--- config.mk ---
export PLATFORM = sky130hd
export DESIGN_NAME = cpmc_top
export DESIGN_NICKNAME = d
export VERILOG_FILES = /design/src/cpmc_pkg.sv /design/src/cpmc_top.sv /design/src/cpmc_cfg_reg.sv
export VERILOG_INCLUDE_DIRS = /design/src /design/src/src
export SDC_FILE = /design/constraint.sdc
export NUM_CORES = 1
export LEC_CHECK = 0
export ABC_AREA = 1
export ABC_CLOCK_PERIOD_IN_PS = 2850
export BUFFER_PORTS_ARGS = -buffer_cell sky130_fd_sc_hd__buf_2
export CAP_MARGIN = 20
export CORE_ASPECT_RATIO = 0.5
export CORE_MARGIN = 2
export CORE_UTILIZATION = 40
export DETAILED_ROUTE_END_ITERATION = 10
export GPL_TIMING_DRIVEN = 0
export PLACE_DENSITY = 0.67
export SETUP_SLACK_MARGIN = 0.02
export SLEW_MARGIN = 10
export SYNTH_ARGS = -nofsm -noshare
export SYNTH_HDL_FRONTEND = slang
export SYNTH_SLANG_ARGS = --single-unit
export TNS_END_PERCENT = 10
--- constraint.sdc ---
create_clock -name sys_clk_i -period 2.85 [get_ports sys_clk_i]
set_input_delay 0 -clock sys_clk_i [delete_from_list [all_inputs] [get_ports sys_clk_i]]
set_output_delay 0 -clock sys_clk_i [all_outputs]
set_load 0.01 [all_outputs]
--- src/cpmc_map.svh ---
/*
 * Register offsets, field positions, reset values and codes for the clock path mode block.
 * Assumes a register port with a 10-bit address and 8-bit data.
 */
`ifndef CPMC_MAP_SVH
`define CPMC_MAP_SVH
`define CPMC_AW                 10
`define CPMC_DW                 8
`define CPMC_OFF_PWR_POL        10'h010
`define CPMC_OFF_VCO_CAL        10'h018
`define CPMC_OFF_REF_EN         10'h01c
`define CPMC_OFF_VCO_DIV        10'h1e0
`define CPMC_OFF_SRC_SEL        10'h1e1
`define CPMC_OFF_XFER           10'h232
`define CPMC_PWR_LSB            0
`define CPMC_PWR_MSB            1
`define CPMC_POL_BIT            7
`define CPMC_CAL_BIT            0
`define CPMC_REF_MSB            2
`define CPMC_DIV_MSB            2
`define CPMC_BYP_BIT            0
`define CPMC_VCO_SEL_BIT        1
`define CPMC_XFER_BIT           0
`define CPMC_PWR_NORMAL         2'h0
`define CPMC_PWR_DOWN           2'h1
`define CPMC_RST_PWR_POL        8'h01
`define CPMC_RST_ZERO           8'h00
`define CPMC_RATIO_W            3
`define CPMC_RATIO_ONE          3'h1
`define CPMC_RATIO_TWO          3'h2
`define CPMC_RATIO_THREE        3'h3
`define CPMC_RATIO_FOUR         3'h4
`define CPMC_RATIO_FIVE         3'h5
`define CPMC_RATIO_SIX          3'h6
`define CPMC_CODE_DIV2          3'h0
`define CPMC_CODE_DIV3          3'h1
`define CPMC_CODE_DIV4          3'h2
`define CPMC_CODE_DIV5          3'h3
`define CPMC_CODE_DIV6          3'h4
`define CPMC_CODE_DIV1          3'h5
`endif

--- src/cpmc_pkg.sv ---
/*
 * Types shared by the clock path mode block.
 * Assumes cpmc_map.svh is compiled alongside.
 */
package cpmc_pkg;
    typedef enum logic [2:0] {
        CPMC_CAL_IDLE  = 3'b001,
        CPMC_CAL_RUN   = 3'b010,
        CPMC_CAL_SPENT = 3'b100
    } cpmc_cal_e;
endpackage : cpmc_pkg

--- src/cpmc_top.sv ---
/*
 * Clock path mode configuration: PLL power, source select, VCO divider, PFD polarity,
 * reference enables, calibration trigger and power-up restore from nonvolatile memory.
 * Assumes a synchronous 8-bit register port and an external nonvolatile store that
 * presents one byte per valid pulse when asked, held steady while that pulse crosses.
 */
// How it works
// - Power field 00b runs the PLL, 01b powers it down asynchronously.
// - Source bit 1b routes the internal VCO, 0b the external clock input.
// - Bypass bit 0b uses the VCO divider, 1b passes source straight through.
// - Reset leaves PLL down, divider code 000b, divider used, external source.
// - Calibration bit set then transfer strobe starts one VCO calibration; the next one needs a transfer with the bit clear first.
// - Polarity bit 0b positive, 1b negative tuning slope.
// - External source with PLL on powers off the internal VCO.
// - Three enable bits turn reference inputs on one by one.
// - Stored values are restored from nonvolatile memory at power-up.
// - Default routing accepts up to 2400 MHz, divided before channel dividers.
`timescale 1ns/10ps
`default_nettype none
`include "cpmc_map.svh"
module cpmc_top
    import cpmc_pkg::*;
(
    // Clock and reset
    input  wire logic                    sys_clk_i,
    input  wire logic                    rst_i,
    // Register port
    input  wire logic                    reg_wr_i,
    input  wire logic                    reg_rd_i,
    input  wire logic [`CPMC_AW-1:0]     reg_addr_i,
    input  wire logic [`CPMC_DW-1:0]     reg_wdata_i,
    output logic      [`CPMC_DW-1:0]     reg_rdata_o,
    // Nonvolatile restore port
    input  wire logic                    nvm_valid_i,
    input  wire logic [`CPMC_AW-1:0]     nvm_addr_i,
    input  wire logic [`CPMC_DW-1:0]     nvm_data_i,
    input  wire logic                    nvm_done_i,
    output logic                         nvm_load_o,
    // Clock path controls
    output logic                         pll_power_down_o,
    output logic                         vco_power_down_o,
    output logic                         vco_source_sel_o,
    output logic                         vco_div_bypass_o,
    output logic      [`CPMC_RATIO_W-1:0] vco_div_ratio_o,
    output logic                         pfd_negative_o,
    output logic      [`CPMC_REF_MSB:0]  ref_enable_o,
    output logic                         vco_cal_start_o,
    output logic                         vco_cal_busy_o,
    input  wire logic                    vco_cal_done_i
);
    localparam int NREG = 5;

    logic                nvm_load;
    logic                nvm_valid_s1;
    logic                nvm_valid_s2;
    logic                nvm_done_s1;
    logic                nvm_done_s2;
    logic [`CPMC_AW-1:0] nvm_addr_s1;
    logic [`CPMC_AW-1:0] nvm_addr_s2;
    logic [`CPMC_DW-1:0] nvm_data_s1;
    logic [`CPMC_DW-1:0] nvm_data_s2;
    logic                cal_done_s1;
    logic                cal_done_s2;
    logic [`CPMC_DW-1:0] xfer_reg;
    cpmc_cal_e           cal_state;
    cpmc_cal_e           next_cal_state;

    // The restore bus replaces the host port while the load runs, so the two never race.
    wire                 any_wr  = nvm_load ? nvm_valid_s2 : reg_wr_i;
    wire [`CPMC_AW-1:0]  wr_addr = nvm_load ? nvm_addr_s2 : reg_addr_i;
    wire [`CPMC_DW-1:0]  wr_data = nvm_load ? nvm_data_s2 : reg_wdata_i;
    wire                 hit_xfer = any_wr && (wr_addr == `CPMC_OFF_XFER);
    wire                 xfer     = hit_xfer && wr_data[`CPMC_XFER_BIT];

    wire [`CPMC_AW-1:0]  offs [NREG] = '{`CPMC_OFF_PWR_POL, `CPMC_OFF_VCO_CAL,
                                         `CPMC_OFF_REF_EN, `CPMC_OFF_VCO_DIV,
                                         `CPMC_OFF_SRC_SEL};
    logic [`CPMC_DW-1:0] staged [NREG];
    logic [`CPMC_DW-1:0] active [NREG];

    genvar gi;
    generate
        for (gi = 0; gi < NREG; gi++) begin : g_reg
            cpmc_cfg_reg #(
                .RESET_VALUE ((gi == 0) ? `CPMC_RST_PWR_POL : `CPMC_RST_ZERO)
            ) u_reg (
                .sys_clk_i (sys_clk_i),
                .rst_i     (rst_i),
                .wr_i      (any_wr && (wr_addr == offs[gi])),
                .wdata_i   (wr_data),
                .xfer_i    (xfer),
                .staged_o  (staged[gi]),
                .active_o  (active[gi])
            );
        end
    endgenerate

    // Restore signals come from another domain and pass two flip-flops.
    // The store holds address and data steady while its strobe crosses, so both copies settle together.
    always_ff @(posedge sys_clk_i or posedge rst_i) begin
        if (rst_i) begin
            nvm_addr_s1  <= '0;
            nvm_addr_s2  <= '0;
            nvm_data_s1  <= `CPMC_RST_ZERO;
            nvm_data_s2  <= `CPMC_RST_ZERO;
            nvm_valid_s1 <= 1'b0;
            nvm_valid_s2 <= 1'b0;
            nvm_done_s1  <= 1'b0;
            nvm_done_s2  <= 1'b0;
            cal_done_s1  <= 1'b0;
            cal_done_s2  <= 1'b0;
        end else begin
            nvm_addr_s1  <= nvm_addr_i;
            nvm_addr_s2  <= nvm_addr_s1;
            nvm_data_s1  <= nvm_data_i;
            nvm_data_s2  <= nvm_data_s1;
            nvm_valid_s1 <= nvm_valid_i;
            nvm_valid_s2 <= nvm_valid_s1;
            nvm_done_s1  <= nvm_done_i;
            nvm_done_s2  <= nvm_done_s1;
            cal_done_s1  <= vco_cal_done_i;
            cal_done_s2  <= cal_done_s1;
        end
    end

    // Restore runs once after every reset, ending when the store reports done.
    always_ff @(posedge sys_clk_i or posedge rst_i) begin
        if (rst_i) begin
            nvm_load <= 1'b1;
        end else if (nvm_done_s2) begin
            nvm_load <= 1'b0;
        end
    end
    assign nvm_load_o = nvm_load;

    // The strobe register is self-clearing so a later write is seen as a new event.
    always_ff @(posedge sys_clk_i or posedge rst_i) begin
        if (rst_i) begin
            xfer_reg <= `CPMC_RST_ZERO;
        end else if (hit_xfer) begin
            xfer_reg <= wr_data & ~(`CPMC_DW'(1) << `CPMC_XFER_BIT);
        end
    end

    // Calibration: armed by the bit, fired by the strobe, re-armed only after a cleared transfer.
    wire cal_req = xfer && wr_data[`CPMC_XFER_BIT] &&
                   ((wr_addr == `CPMC_OFF_VCO_CAL) ? wr_data[`CPMC_CAL_BIT] : staged[1][`CPMC_CAL_BIT]);
    wire cal_clr = xfer && !((wr_addr == `CPMC_OFF_VCO_CAL) ? wr_data[`CPMC_CAL_BIT] : staged[1][`CPMC_CAL_BIT]);

    always_comb begin
        next_cal_state = cal_state;
        case (cal_state)
            CPMC_CAL_IDLE:  if (cal_req) next_cal_state = CPMC_CAL_RUN;
            CPMC_CAL_RUN:   if (cal_done_s2) next_cal_state = CPMC_CAL_SPENT;
            CPMC_CAL_SPENT: if (cal_clr) next_cal_state = CPMC_CAL_IDLE;
            default:        next_cal_state = CPMC_CAL_IDLE;
        endcase
    end

    always_ff @(posedge sys_clk_i or posedge rst_i) begin
        if (rst_i) begin
            cal_state <= CPMC_CAL_IDLE;
        end else begin
            cal_state <= next_cal_state;
        end
    end

    always_ff @(posedge sys_clk_i or posedge rst_i) begin
        if (rst_i) begin
            vco_cal_start_o <= 1'b0;
        end else begin
            vco_cal_start_o <= (cal_state == CPMC_CAL_IDLE) && cal_req;
        end
    end
    assign vco_cal_busy_o = (cal_state == CPMC_CAL_RUN);

    // Clock path decode from the active copies.
    wire [1:0] pwr_fld = active[0][`CPMC_PWR_MSB:`CPMC_PWR_LSB];
    wire [2:0] div_fld = active[3][`CPMC_DIV_MSB:0];

    assign pll_power_down_o = (pwr_fld != `CPMC_PWR_NORMAL);
    assign pfd_negative_o   = active[0][`CPMC_POL_BIT];
    assign ref_enable_o     = active[2][`CPMC_REF_MSB:0];
    assign vco_source_sel_o = active[4][`CPMC_VCO_SEL_BIT];
    assign vco_div_bypass_o = active[4][`CPMC_BYP_BIT];
    // The internal VCO runs only when it is the selected source and the PLL is on.
    assign vco_power_down_o = !vco_source_sel_o || pll_power_down_o;

    // Unused codes fall back to divide-by-two, the safe default ratio.
    always_comb begin
        if (div_fld == `CPMC_CODE_DIV3) begin
            vco_div_ratio_o = `CPMC_RATIO_THREE;
        end else if (div_fld == `CPMC_CODE_DIV4) begin
            vco_div_ratio_o = `CPMC_RATIO_FOUR;
        end else if (div_fld == `CPMC_CODE_DIV5) begin
            vco_div_ratio_o = `CPMC_RATIO_FIVE;
        end else if (div_fld == `CPMC_CODE_DIV6) begin
            vco_div_ratio_o = `CPMC_RATIO_SIX;
        end else if (div_fld == `CPMC_CODE_DIV1) begin
            vco_div_ratio_o = `CPMC_RATIO_ONE;
        end else begin
            vco_div_ratio_o = `CPMC_RATIO_TWO;
        end
    end

    // Reads return the staged value, or the strobe register at the transfer address; unmapped addresses read zero.
    always_ff @(posedge sys_clk_i or posedge rst_i) begin
        if (rst_i) begin
            reg_rdata_o <= `CPMC_RST_ZERO;
        end else if (reg_rd_i) begin
            if (reg_addr_i == `CPMC_OFF_PWR_POL) begin
                reg_rdata_o <= staged[0];
            end else if (reg_addr_i == `CPMC_OFF_VCO_CAL) begin
                reg_rdata_o <= staged[1];
            end else if (reg_addr_i == `CPMC_OFF_REF_EN) begin
                reg_rdata_o <= staged[2];
            end else if (reg_addr_i == `CPMC_OFF_VCO_DIV) begin
                reg_rdata_o <= staged[3];
            end else if (reg_addr_i == `CPMC_OFF_SRC_SEL) begin
                reg_rdata_o <= staged[4];
            end else if (reg_addr_i == `CPMC_OFF_XFER) begin
                reg_rdata_o <= xfer_reg;
            end else begin
                reg_rdata_o <= `CPMC_RST_ZERO;
            end
        end
    end
endmodule : cpmc_top
`default_nettype wire

--- src/cpmc_cfg_reg.sv ---
/*
 * One 8-bit control register with a staged copy and an active copy.
 * Assumes write strobes and the transfer strobe come from the same clock domain.
 */
`timescale 1ns/10ps
`default_nettype none
`include "cpmc_map.svh"
module cpmc_cfg_reg
    import cpmc_pkg::*;
#(
    parameter logic [`CPMC_DW-1:0] RESET_VALUE = `CPMC_RST_ZERO
) (
    // Clock and reset
    input  wire logic                sys_clk_i,
    input  wire logic                rst_i,
    // Staging write and transfer
    input  wire logic                wr_i,
    input  wire logic [`CPMC_DW-1:0] wdata_i,
    input  wire logic                xfer_i,
    // Copies
    output logic      [`CPMC_DW-1:0] staged_o,
    output logic      [`CPMC_DW-1:0] active_o
);
    always_ff @(posedge sys_clk_i or posedge rst_i) begin
        if (rst_i) begin
            staged_o <= RESET_VALUE;
        end else if (wr_i) begin
            staged_o <= wdata_i;
        end
    end

    // A write landing with the transfer strobe is taken into the active copy at once.
    always_ff @(posedge sys_clk_i or posedge rst_i) begin
        if (rst_i) begin
            active_o <= RESET_VALUE;
        end else if (xfer_i) begin
            active_o <= wr_i ? wdata_i : staged_o;
        end
    end
endmodule : cpmc_cfg_reg
`default_nettype wire

==> results.ini <==
[floorplanning]
die_x_microns = 161
rows = 28
coreArea_sq_um = 11900
fp.dieH_microns = 82.7
ios = 65
initial_utilization_pct = 41.5
dieArea_sq_um = 13400

[logic_synthesis]
yosysWarnings = 0
syn_inst = 541
synth_nets = 584
yosys.area.top_type_share_pct = 55.0
ys_seq_area_share_pct = 57.1
ys_seq_elements = 113
yosys-top-cells-area = dfrtp_1 (55%), nand2_1 (12%), inv_1 (4.2%)
synth-edff-count = 0
async_flop_share_pct = 100
synth_top_cell_by_area = dfrtp_1
synth_cell_types = 39
syn_area_per_cell_sq_um = 9.17
synthFlopType = dfrtp_1
syn_area_sq_um = 4960

[run_status]
status = completed

[final_layout]
drive_above_1_share_pct = 24.0
largest_reg_flops = 35
area_growth_pct = 29.4
fillers = 1068
n_antenna_cell = 0
num-nets-final = 692
regMostFlops = g.u_reg.staged_o
top_regs = g.u_reg.staged_o (35), g.u_reg.active_o (11)

[sta]
period_share_pct = 72.4
slew_viol_final = 0
fmaxAchievable_mhz = 485
fin_crit_ps = 2060
finalHoldViolations = 0
fin_worst_skew_ps = 9.87
final.setup.tns_ps = 0
worst_pin_slew_ps = 1070
rsz0062_at_grt = no
finalSetupViolations = 0
maxSlewHeadroom_pct = 27.6

[clocking]
clk_latency_ps = 410
root_buffer = clkbuf_16
cts_hold_buf = 24
cts_resized = 0
numCtsBuffers = 17
post_cts_buffers = 0
cts_sinks = 113
h-tree-depth = 4
cts_tree = built
clk_path_buf_depth = 2
clkTransAtPathRegs_ps = 50

[power_and_ir_drop]
seqPwrFrac_pct = 39.8
pwr-share-comb_pct = 7.3
p_leak_uw = 0.00318
power.total_uw = 4260
p_int_uw = 3330
pwr-share-clk_pct = 52.9
ir_worst_vdd_mv = 0.484
netSwitchingFraction_pct = 21.7
power_density_nw_per_um2 = 663
power_switching_uw = 925

[routing]
drt_iter0_drc = 282
wire_per_inst_microns = 13.7
wirelength_microns = 11400
vias = 3891
routed_via_density = 4.70
ant_nets = 0
remaining_drc_errors = 0
firstDrtPassIters = 5

[global_route]
grt_overflow = 0
grt_first_pass_wirelength_microns = 18600
grtUsageTotal_pct = 18.4
grt_pass1_vias = 3762
antenna_found_initial = 0
grt_max_degree = 41

[hold_path]
min_path_type = input pin to flip-flop
hp-start = reg_wdata_i[3]

[place]
port_buffers = 62
gp_congestion = 0.881
dp_hpwl_microns = 8200

[job]
cap_viol_max_count = 0

[critical_path]
crit-reg2reg-launch = nvm_load_o
crit_path_start = nvm_load_o
cp_max_fo = 10
cp_slowest_stage_delay_ps = 530
crit_slowest_cell = dfstp_2
cp.required_ps = 3090
start_kind = flip-flop
crit_chain = buf_6 > buf_8 > o21ai_1 > nor2_1 > nand2_1 > inv_1 > nand4_2 > buf_2 > nand2_1 > o21ai_1
worst-endpoint-arrival_ps = 2300
end_kind = flip-flop
critical_path_class = flip-flop to flip-flop

## power groups by stage
stage	Combinational [uW]	Clock (uW)	Sequential, uW
after global placement	261	0	1720
final	309	2250	1700
after global routing	343	2370	1700
after detailed placement	284	0	1720
after CTS	310	2300	1690
after floorplan	186	0	1720
## worst max-delay path: cells and delay by family (launching register included)
kind	cells	cell delay, ps
compound gates	2	160
buf+inv	4	640
flops	1	530
simple gates	4	570
## through the flow
| step | utilization [%] | worst slack, ps | area [sq um] | hold WS, ps | std cells |
|---|---|---|---|---|---|
| 5_1_grt | 53.7 | 619 | 6420 | 97.9 | 827 |
| 3_5_place_dp | 46.4 | 802 | 5540 | 64.6 | 771 |
| 6_report | 53.7 | 788 | 6420 | 58.9 | 827 |
| 4_1_cts | 53.7 | 795 | 6420 | 57.4 | 827 |
| 3_3_place_gp | 45.9 | 760 | 5480 | 109 | 768 |
| 2_1_floorplan | - | 1060 | 4960 | 31.4 | 541 |
## cell families after synthesis
logic type             synth area share [%]
AO/OA/AOI/OAI                          6.56
buffers and inverters                  7.62
flip-flops                             57.1
multiplexers                           1.44
AND/OR/NAND/NOR                        27.3
## placed cells by master, fill, tap and decap left out, types with 5 or more instances in the layout
cell type / instances
nand4_1: 33
o21ai_0: 20
buf_6: 5
clkbuf_16: 17
nand3_1: 18
nor2_1: 34
nor2_2: 5
dfrtp_1: 109
dlygate4sd3_1: 24
nor3_1: 7
o21ai_1: 33
nand2_1: 153
buf_2: 67
mux2i_1: 6
inv_1: 55
nand2_2: 13
## worst paths after layout
kind / endpoint / slack, ps / cells after the start
worst min-delay path: flip-flop / 60 / 3
worst max-delay path: flip-flop / 790 / 10
max in group asynchronous: g_reg[3].u_reg.staged_o[5] / 1950 / 5
worst max register to register: flip-flop / 790 / 10
worst min register to register: nvm_data_s2[4] / 340 / 0
min in group asynchronous: cal_state[1] / 170 / 3
## area by class of cell
cell class,count,area (sq um),area share (%)
buffer,18,149,2.32
sequential,113,2830,44.1
tap,165,206,3.22
timing repair buffer,89,611,9.51
clock buffer,22,484,7.54
clock inverter,10,155,2.42
multi-input combinational,351,1750,27.2
inverter,59,233,3.63
## routing by layer
metal / global-route usage [%] / vias up / routed length, microns
met5: 0 / - / 0
met4: 7.77 / 0 / 112
met3: 4.65 / 10 / 668
met2: 28.7 / 117 / 5010
met1: 24.8 / 1800 / 5560
li1: - / 1964 / -
## cells in the mapped netlist, types with 3 or more instances
cell type,instances
nor2_2,5
buf_4,4
buf_6,5
nand2_4,3
nor3_1,7
nand4_2,3
o21ai_0,20
buf_2,5
nand3_1,18
nand2_2,13
nand4_1,33
o21ai_1,33
inv_1,56
mux2i_1,6
nor2_4,3
dfstp_2,4
nor2_1,34
or2_2,4
dfrtp_1,109
nand2_1,153
Note: power is estimated with default switching activity, not from simulation.
